File: src/core/sci_flags_pkg.sv
// Package for the serial status and error flag block: register map, field positions and carriers.
// Assumes a single 125 MHz clock domain and an APB register bus with 32-bit data.
package sci_flags_pkg;

    // -----------------------------------------------------------------------
    // Register offsets (byte addresses)
    // -----------------------------------------------------------------------
    localparam logic [7:0] ADDR_CTRL3    = 8'h00;
    localparam logic [7:0] ADDR_STATUS1  = 8'h04;
    localparam logic [7:0] ADDR_STATUS2  = 8'h08;
    localparam logic [7:0] ADDR_DATA     = 8'h0C;
    localparam logic [7:0] ADDR_CTRL_AUX = 8'h10;

    // -----------------------------------------------------------------------
    // Control register three fields
    // -----------------------------------------------------------------------
    localparam int C3_RX9   = 7;
    localparam int C3_TX9   = 6;
    localparam int C3_OVIE  = 3;
    localparam int C3_NSIE  = 2;
    localparam int C3_FRIE  = 1;
    localparam int C3_PAIE  = 0;

    // -----------------------------------------------------------------------
    // Status register one fields
    // -----------------------------------------------------------------------
    localparam int S1_TXE   = 7;
    localparam int S1_TXC   = 6;
    localparam int S1_RXF   = 5;
    localparam int S1_IDLE  = 4;
    localparam int S1_OVR   = 3;
    localparam int S1_NOISE = 2;
    localparam int S1_FRAME = 1;
    localparam int S1_PAR   = 0;

    // -----------------------------------------------------------------------
    // Status register two fields
    // -----------------------------------------------------------------------
    localparam int S2_BRK   = 1;
    localparam int S2_RIP   = 0;

    // -----------------------------------------------------------------------
    // Auxiliary control fields
    // -----------------------------------------------------------------------
    localparam int AX_EN    = 0;
    localparam int AX_RXEN  = 1;
    localparam int AX_NINE  = 2;
    localparam int AX_TXEIE = 3;
    localparam int AX_TXCIE = 4;
    localparam int AX_RXFIE = 5;
    localparam int AX_IDLIE = 6;

    localparam logic [7:0]  AUX_RESET  = 8'h00;
    localparam logic [31:0] READ_ZERO  = 32'h0000_0000;
    localparam logic [3:0]  IDLE_SHORT = 4'h9;
    localparam logic [3:0]  IDLE_LONG  = 4'hA;

    // -----------------------------------------------------------------------
    // Receiver event bundle delivered by the receive shifter
    // -----------------------------------------------------------------------
    typedef struct packed {
        logic       done;
        logic [8:0] data;
        logic       noise;
        logic       frame_err;
        logic       parity_err;
        logic       brk;
        logic       start_seen;
        logic       false_start;
        logic       sample;
    } rx_event_t;

    // Transmit side events from the transmit shifter.
    typedef struct packed {
        logic load_req;
        logic queued;
        logic busy;
    } tx_event_t;

endpackage

File: src/core/sci_status_error_flags.sv
// Status flags, error detection and ninth-bit storage of an asynchronous serial interface.
// Assumes the receive and transmit shifters sit outside and report their events on the same clock.
// Operation
// - Nine-bit mode: received ninth bit stored with the data transfer.
// - Eight-bit mode: received ninth bit mirrors data bit seven.
// - Nine-bit mode: transmit ninth bit loaded with buffer into shifter.
// - Both ninth bits keep their value across reset.
// - Four error enables gate the error flag interrupts; reset clears noise, framing, parity.
// - Transmit empty sets on handoff, clears by status read then data write.
// - Transmit complete sets when empty and nothing is sent; reset sets.
// - Transmit complete clears as soon as anything is queued.
// - Receive full sets on transfer, clears by status read then data read.
// - Idle sets after ten or eleven ones, clears by status then data read.
// - Idle detection arms only after a valid character sets receive full.
// - Overrun sets when character completes with receive full set; new data dropped.
// - Data read clears only flags seen set at the preceding status read.
// - Noise flag sets on noise, clears by status then data read.
// - Framing flag sets on zero stop bit, clears by status then data read.
// - Parity flag sets on mismatch, clears by status then data read.
// - Break sets break, framing and receive full; framing and receive full raise their enabled interrupts; clears ninth bit in nine-bit mode.
// - Break clears by second status read then data read; rearms after ones.
// - Receive in progress sets on first sample zero; clears on character done, false start or idle.
// - Character length select decides whether ninth bits carry data.
// - Module disable forces transmit empty and complete, blocks transmit interrupts.
//
// The implementer's own choices: the placing of the registers and the APB slave port.
module sci_status_error_flags (
    input  wire logic                     clock,
    input  wire logic                     rst,
    input  wire logic [7:0]               paddr,
    input  wire logic                     psel,
    input  wire logic                     penable,
    input  wire logic                     pwrite,
    input  wire logic [31:0]              pwdata,
    output logic [31:0]                   prdata,
    output logic                          pready,
    output logic                          pslverr,
    input  wire logic                     rx_pin,
    input  wire logic                     bit_tick,
    input  wire sci_flags_pkg::rx_event_t rx_ev,
    input  wire sci_flags_pkg::tx_event_t tx_ev,
    output logic [8:0]                    tx_load_data,
    output logic                          tx_load,
    output logic                          tx_irq,
    output logic                          rx_irq,
    output logic                          err_irq
);

    typedef struct packed {
        logic [31:0] rdata;
        logic        ready;
        logic        slverr;
        logic [7:0]  aux;
        logic        ovie;
        logic        nsie;
        logic        frie;
        logic        paie;
        logic        txe;
        logic        txc;
        logic        rxf;
        logic        idle;
        logic        ovr;
        logic        noise;
        logic        frame;
        logic        par;
        logic        brk;
        logic        brk_rearm;
        logic        rip;
        logic        idle_armed;
        logic [7:0]  s1_seen;
        logic        s2_brk_seen;
        logic [8:0]  tx_load_data;
        logic        tx_load;
        logic        tx_irq;
        logic        rx_irq;
        logic        err_irq;
    } flags_state_t;

    // Ninth bits and the data buffers live outside the reset struct because reset leaves them alone.
    flags_state_t state;
    flags_state_t next_state;
    logic [7:0]   rx_buf;
    logic [7:0]   tx_buf;
    logic         rx9;
    logic         tx9;
    logic         rx_sync1;
    logic         rx_sync2;
    logic         idle_hit;

    // -----------------------------------------------------------------------
    // Pin synchroniser
    // -----------------------------------------------------------------------
    always_ff @(posedge clock) begin
        rx_sync1 <= rx_pin;
        rx_sync2 <= rx_sync1;
    end

    sci_idle_detect u_idle (
        .clock    (clock),
        .rst      (rst),
        .bit_tick (bit_tick),
        .rx_level (rx_sync2),
        .nine_bit (state.aux[sci_flags_pkg::AX_NINE]),
        .armed    (state.idle_armed && state.aux[sci_flags_pkg::AX_RXEN]),
        .idle_hit (idle_hit)
    );

    // -----------------------------------------------------------------------
    // Bus decode
    // -----------------------------------------------------------------------
    logic access;
    logic wr;
    logic rd;
    logic en;
    logic nine;
    logic rx_accept;

    assign access    = psel && penable && !state.ready;
    assign wr        = access && pwrite;
    assign rd        = access && !pwrite;
    assign en        = state.aux[sci_flags_pkg::AX_EN];
    assign nine      = state.aux[sci_flags_pkg::AX_NINE];
    assign rx_accept = rx_ev.done && !state.rxf;

    always_comb begin
        logic data_rd;
        logic data_wr;
        data_rd    = rd && paddr == sci_flags_pkg::ADDR_DATA;
        data_wr    = wr && paddr == sci_flags_pkg::ADDR_DATA;
        next_state = state;
        next_state.ready  = access;
        next_state.slverr = 1'b0;
        next_state.rdata  = sci_flags_pkg::READ_ZERO;
        next_state.tx_load = 1'b0;

        // Clears first so that a set in the same cycle wins.
        if (data_rd) begin
            if (state.s1_seen[sci_flags_pkg::S1_RXF])   next_state.rxf   = 1'b0;
            if (state.s1_seen[sci_flags_pkg::S1_IDLE])  next_state.idle  = 1'b0;
            if (state.s1_seen[sci_flags_pkg::S1_OVR])   next_state.ovr   = 1'b0;
            if (state.s1_seen[sci_flags_pkg::S1_NOISE]) next_state.noise = 1'b0;
            if (state.s1_seen[sci_flags_pkg::S1_FRAME]) next_state.frame = 1'b0;
            if (state.s1_seen[sci_flags_pkg::S1_PAR])   next_state.par   = 1'b0;
            if (state.s2_brk_seen) begin
                next_state.brk       = 1'b0;
                next_state.brk_rearm = 1'b0;
            end
            if (state.s1_seen[sci_flags_pkg::S1_IDLE]) next_state.idle_armed = 1'b0;
            next_state.s1_seen     = '0;
            next_state.s2_brk_seen = 1'b0;
        end
        if (data_wr && state.s1_seen[sci_flags_pkg::S1_TXE]) begin
            next_state.txe     = 1'b0;
            next_state.s1_seen = '0;
        end

        // Register reads and writes.
        if (rd) begin
            unique case (paddr)
                sci_flags_pkg::ADDR_CTRL3: begin
                    next_state.rdata[sci_flags_pkg::C3_RX9]  = rx9;
                    next_state.rdata[sci_flags_pkg::C3_TX9]  = tx9;
                    next_state.rdata[sci_flags_pkg::C3_OVIE] = state.ovie;
                    next_state.rdata[sci_flags_pkg::C3_NSIE] = state.nsie;
                    next_state.rdata[sci_flags_pkg::C3_FRIE] = state.frie;
                    next_state.rdata[sci_flags_pkg::C3_PAIE] = state.paie;
                end
                sci_flags_pkg::ADDR_STATUS1: begin
                    next_state.rdata[7:0] = {state.txe, state.txc, state.rxf, state.idle,
                                             state.ovr, state.noise, state.frame, state.par};
                    next_state.s1_seen    = {state.txe, state.txc, state.rxf, state.idle,
                                             state.ovr, state.noise, state.frame, state.par};
                end
                sci_flags_pkg::ADDR_STATUS2: begin
                    next_state.rdata[sci_flags_pkg::S2_BRK] = state.brk;
                    next_state.rdata[sci_flags_pkg::S2_RIP] = state.rip;
                    next_state.s2_brk_seen = state.brk;
                end
                sci_flags_pkg::ADDR_DATA: begin
                    next_state.rdata[7:0] = rx_buf;
                end
                sci_flags_pkg::ADDR_CTRL_AUX: begin
                    next_state.rdata[7:0] = state.aux;
                end
                default: begin
                    next_state.slverr = 1'b1;
                end
            endcase
        end
        if (wr) begin
            unique case (paddr)
                sci_flags_pkg::ADDR_CTRL3: begin
                    next_state.ovie = pwdata[sci_flags_pkg::C3_OVIE];
                    next_state.nsie = pwdata[sci_flags_pkg::C3_NSIE];
                    next_state.frie = pwdata[sci_flags_pkg::C3_FRIE];
                    next_state.paie = pwdata[sci_flags_pkg::C3_PAIE];
                end
                sci_flags_pkg::ADDR_CTRL_AUX: begin
                    next_state.aux = pwdata[7:0];
                end
                sci_flags_pkg::ADDR_STATUS1, sci_flags_pkg::ADDR_STATUS2, sci_flags_pkg::ADDR_DATA: begin
                end
                default: begin
                    next_state.slverr = 1'b1;
                end
            endcase
        end

        // Transmit side.
        if (tx_ev.load_req && !state.txe) begin
            next_state.tx_load      = 1'b1;
            next_state.tx_load_data = {nine ? tx9 : 1'b0, tx_buf};
            next_state.txe          = 1'b1;
        end
        if (tx_ev.queued) begin
            next_state.txc = 1'b0;
        end else if (next_state.txe && !tx_ev.busy) begin
            next_state.txc = 1'b1;
        end
        if (!en) begin
            next_state.txe = 1'b1;
            next_state.txc = 1'b1;
        end

        // Receive side.
        if (rx_ev.done) begin
            if (state.rxf) begin
                next_state.ovr = 1'b1;
            end else begin
                next_state.rxf        = 1'b1;
                next_state.idle_armed = 1'b1;
                if (rx_ev.noise)      next_state.noise = 1'b1;
                if (rx_ev.frame_err)  next_state.frame = 1'b1;
                if (rx_ev.parity_err) next_state.par   = 1'b1;
            end
            next_state.rip = 1'b0;
        end
        if (rx_ev.brk && state.brk_rearm) begin
            next_state.brk   = 1'b1;
            next_state.frame = 1'b1;
            next_state.rxf   = 1'b1;
        end
        if (!state.brk && rx_sync2) begin
            next_state.brk_rearm = 1'b1;
        end
        if (rx_ev.start_seen) next_state.rip = 1'b1;
        if (rx_ev.false_start || idle_hit) next_state.rip = 1'b0;
        if (idle_hit) next_state.idle = 1'b1;

        // Interrupt requests.
        next_state.tx_irq  = en && ((next_state.txe && state.aux[sci_flags_pkg::AX_TXEIE]) ||
                                    (next_state.txc && state.aux[sci_flags_pkg::AX_TXCIE]));
        next_state.rx_irq  = (next_state.rxf && state.aux[sci_flags_pkg::AX_RXFIE]) ||
                             (next_state.idle && state.aux[sci_flags_pkg::AX_IDLIE]);
        next_state.err_irq = (next_state.ovr && next_state.ovie) || (next_state.noise && next_state.nsie) ||
                             (next_state.frame && next_state.frie) || (next_state.par && next_state.paie);
    end

    always_ff @(posedge clock) begin
        if (rst) begin
            state       <= '0;
            state.aux   <= sci_flags_pkg::AUX_RESET;
            state.txe   <= 1'b1;
            state.txc   <= 1'b1;
            state.brk_rearm <= 1'b1;
        end else begin
            state <= next_state;
        end
    end

    // -----------------------------------------------------------------------
    // Data buffers and ninth bits, untouched by reset
    // -----------------------------------------------------------------------
    always_ff @(posedge clock) begin
        if (rx_accept) begin
            rx_buf <= rx_ev.data[7:0];
            rx9    <= nine ? rx_ev.data[8] : rx_ev.data[7];
        end else if (rx_ev.brk && nine) begin
            rx9 <= 1'b0;
        end
        if (wr && paddr == sci_flags_pkg::ADDR_DATA) begin
            tx_buf <= pwdata[7:0];
        end
        if (wr && paddr == sci_flags_pkg::ADDR_CTRL3) begin
            tx9 <= pwdata[sci_flags_pkg::C3_TX9];
        end
    end

    assign prdata       = state.rdata;
    assign pready       = state.ready;
    assign pslverr      = state.slverr;
    assign tx_load_data = state.tx_load_data;
    assign tx_load      = state.tx_load;
    assign tx_irq       = state.tx_irq;
    assign rx_irq       = state.rx_irq;
    assign err_irq      = state.err_irq;

endmodule

File: src/core/sci_idle_detect.sv
// Idle line detector: counts consecutive ones on the receive input at bit ticks.
// Assumes the input is already synchronised and bit_tick is a one-cycle pulse per bit time.
module sci_idle_detect (
    input  wire logic       clock,
    input  wire logic       rst,
    input  wire logic       bit_tick,
    input  wire logic       rx_level,
    input  wire logic       nine_bit,
    input  wire logic       armed,
    output logic            idle_hit
);

    typedef struct packed {
        logic [3:0] ones;
        logic       hit;
    } idle_state_t;

    idle_state_t state;
    idle_state_t next_state;

    // The detector fires once per run of ones, so a long idle line raises a single event.
    always_comb begin
        next_state     = state;
        next_state.hit = 1'b0;
        if (bit_tick) begin
            if (!rx_level) begin
                next_state.ones = 4'h0;
            end else if (state.ones != 4'hF) begin
                next_state.ones = state.ones + 4'h1;
                if (armed && state.ones == (nine_bit ? sci_flags_pkg::IDLE_LONG : sci_flags_pkg::IDLE_SHORT)) begin
                    next_state.hit = 1'b1;
                end
            end
        end
    end

    always_ff @(posedge clock) begin
        if (rst) begin
            state <= '0;
        end else begin
            state <= next_state;
        end
    end

    assign idle_hit = state.hit;

endmodule

File: config.mk
export PLATFORM = sky130hd
export DESIGN_NAME = sci_status_error_flags
export DESIGN_NICKNAME = d
export VERILOG_FILES = /design/src/core/sci_flags_pkg.sv /design/src/core/sci_status_error_flags.sv /design/src/core/sci_idle_detect.sv
export SDC_FILE = /design/constraint.sdc
export NUM_CORES = 1
export LEC_CHECK = 0
export BUFFER_PORTS_ARGS = -buffer_cell sky130_fd_sc_hd__buf_4
export CORE_MARGIN = 3
export CORE_UTILIZATION = 31
export CTS_CLUSTER_DIAMETER = 150
export DETAILED_ROUTE_END_ITERATION = 7
export PLACE_DENSITY_LB_ADDON = 0.25
export SLEW_MARGIN = 20
export SYNTH_ARGS = -nofsm -noshare
export SYNTH_HDL_FRONTEND = slang
export SYNTH_SLANG_ARGS = --single-unit
File: constraint.sdc
create_clock -name clock -period 2.2 [get_ports clock]
set_clock_uncertainty 0.05 [all_clocks]
set_input_delay 0.22 -clock clock [delete_from_list [all_inputs] [get_ports clock]]
set_output_delay 0.22 -clock clock [all_outputs]
set_load 0.05 [all_outputs]
==> reports/metrics.yaml <==
power.switching_mw: 0.732
ys_async_sr_fraction_pct: 0
worst_pin_slew_ps: 672
worst-setup-path-type: "register to register"
grt_overflow_total: 0
clock_latency_ps: 350
netlist_area_mm2: 0.00346
p_leak_nw: 1.66
area_delta_synth_final_pct: 21.9
grt_max_degree: 30
clockPowerShare_pct: 33.3
yosysTopAreaCellShare_pct: 35.8
drt-total-wl_um: 8480
clock_sinks: 80
clkSlewWorstSetupHoldPaths_ps: 80
power_density_mw_per_mm2: 653
synthAdderAreaFrac_pct: 0.361
hp-class: "input pin to register"
rsz0062_at_grt: "no"
yosys-top-cells-area: "dfxtp_1 36%, edfxtp_1 16%, buf_4 9.1%"
clockBufferDepth: 2
hold_slack_ps: 30.2
clock.fmax_mhz: 543
crit_path_max_fanout: 6
synth_ff_type: "dfxtp_1"
synth_xor_area_share_pct: 0.253
hold-path-endpoint: "tx_buf[2]"
wl_met2_um: 3920
status: "complete, no violations"
synth-edff-count: 18
vias_per_cell: 4.71
hold_viol_final: 0
grt_use_total_pct: 13.8
fp.dieH_um: 112
place_hpwl_um: 6300
rr_endpoint: "prdata[3]"
synth.ff_latch_count: 80
slowest_stage: "or4_4"
seqCellArea_mm2: 0.00178
crit_chain: "nand3b_1 -> or3_1 -> or4_4 -> nor2_1"
cp.required_ps: 2430
synth_compound_area_share_pct: 12.4
start_util_pct: 32.7
crit_cells: 4
drive_gt1_share_pct: 22.9
finalPower_mw: 2.76
core_mm2: 0.0106
fin_crit_ps: 1840
critPathCaptureType: "register"
setup_viol: 0
cts_max_level: 3
drt_iter0_markers: 166
final_util_pct: 39.8
met3_length_um: 517
grt_pass1_wl_um: 13400
syn_area_per_cell_um2: 9.76
synth_cells: 355
dpl_cell_area_mm2: 0.00390
worst_slack_ps: 358
pwr-share-comb_pct: 10.8
path_delay_family: "simple AND/OR/NAND/NOR gates"
period_share_pct: 83.7
switching_share_pct: 26.5
critPathBufInv: 0
gp_congestion: 0.848
cp-start-kind: "register"
diodes: 0
peakVddDrop_mv: 0.307
worstHoldStart: "pwdata[2]"
nNetsFinal: 491
wl_met1_um: 3890
synthMuxAreaShare_pct: 4.95
wire_per_inst_um: 15.0
finalMaxSlewViolations: 0
fp.dieW_um: 112
grt_pass1_vias: 2605
multi_input_area_mm2: 0.00137
max_cap_violations: 0
dp_slack_ps: 252
p_seq_share_pct: 55.9
synth_warnings: 0
yosysSeqAreaShare_pct: 51.4
stdcell_area_mm2: 0.00422
crit_arrival_ps: 2070
rrSetupSlack_ps: 360
r2r_cells: 4
routed.top_layer: "met4"
yosys.area.top_type: "dfxtp_1"
power.internal_mw: 2.03
setup_tns_ps: 0
die-area_mm2: 0.0125
cts_resized: 0
antenna_found_initial: 0
finalNonFillerCells: 564
fillers: 1052
synth-simple-area-share_pct: 18.9
reg2reg_from: "pready"
root_buffer: "clkbuf_8"
cts_made_buffers: 9
vias: 2656
antenna_left: 0
critPathMaxStageDelay_ps: 540
synth_cell_types: 51
min_path_cells: 1
portBuffers: 64
firstDrtPassIters: 4
ios: 114
dp_cells: 532
remaining_drc_errors: 0
cts_tree: "yes"
slew-limit-headroom_pct: 55.1
synth_top_family_by_area: "simple AND/OR/NAND/NOR gates"
fp-row-count: 37
-- registers in the layout, indices dropped and copies added, names as in the netlist --
signal and flops:
state 30, tx_buf 8, en 1, tx9 1, tx_load 1, tx_irq 1, u_idle.idle_hit 1, tx_load_data 9
rx_buf 8, nine 1, err_irq 1, pready 1, rx_irq 1, rx9 1, prdata 8, u_idle.state 4
rx_sync1 1, pslverr 1, rx_sync2 1
-- what timing repair did --
item,CTS,global route
setup buffers,0,0
endpoints found under the hold margin,15,1
hold buffers,15,1
-- power groups by stage --
stage	sequential, mW	combinational [mW]	clock (mW)
after floorplan	1.58	0.201	0
after global placement	1.58	0.273	0
after detailed placement	1.58	0.276	0
after CTS	1.54	0.298	0.960
after global routing	1.55	0.321	1.03
final	1.54	0.298	0.918
-- layout by cell type (no fill, tap or decap), types with 5 or more instances in the layout --
cell            n
nand3_1         5
clkbuf_8        9
a221oi_1        5
buf_4          74
a22oi_1        10
dlygate4sd3_1  16
mux2i_1        16
nor2_1         47
dfxtp_1        62
edfxtp_1       18
conb_1         24
nand2_1        36
a21oi_1        22
inv_1           7
nor2b_1        12
-- routing by layer --
| layer | vias up | track usage [%] |
|---|---|---|
| met3 | 14 | 3.86 |
| li1 | 1317 | - |
| met5 | - | 0 |
| met4 | 0 | 5.11 |
| met1 | 1234 | 18.4 |
| met2 | 91 | 21.3 |
-- kinds of logic (layout without fill, tap and decap cells) --
family / after synthesis / in the layout
compound gates: 61 / 61
xor+xnor: 1 / 1
mux: 17 / 17
simple gates: 131 / 131
other cells: 1 / 24
flops: 80 / 80
buf+inv: 63 / 113
fa+ha+maj: 1 / 1
-- cell type report --
type                    count  area share, %
well taps                 136           4.03
flip-flops and latches     80           42.2
clock inverters             7          0.919
multi-input cells         235           32.4
clock buffers               9           2.93
repair buffers             90           16.9
inverters                   7          0.622
-- how the worst max path moves through the flow --
| stage | from | slack, ps | end |
|---|---|---|---|
| floorplan | pready | 220 | tx_irq |
| global placement | paddr[1] | 250 | err_irq |
| detailed placement | paddr[1] | 250 | state[39] |
| CTS | pready | 370 | err_irq |
| global route | pready | 240 | err_irq |
| finish | pready | 360 | prdata[3] |
-- synthesized netlist by cell type (all sizes together) (6+ instances only) --
| master | number |
|---|---|
| clkbuf | 8 |
| mux2i | 16 |
| inv | 7 |
| nand2 | 36 |
| a21oi | 22 |
| nor2b | 12 |
| edfxtp | 18 |
| nor4 | 6 |
| buf | 48 |
| nor2 | 48 |
| a221oi | 6 |
| a22oi | 10 |
| dfxtp | 62 |
Power figures use the tool's default switching activity.
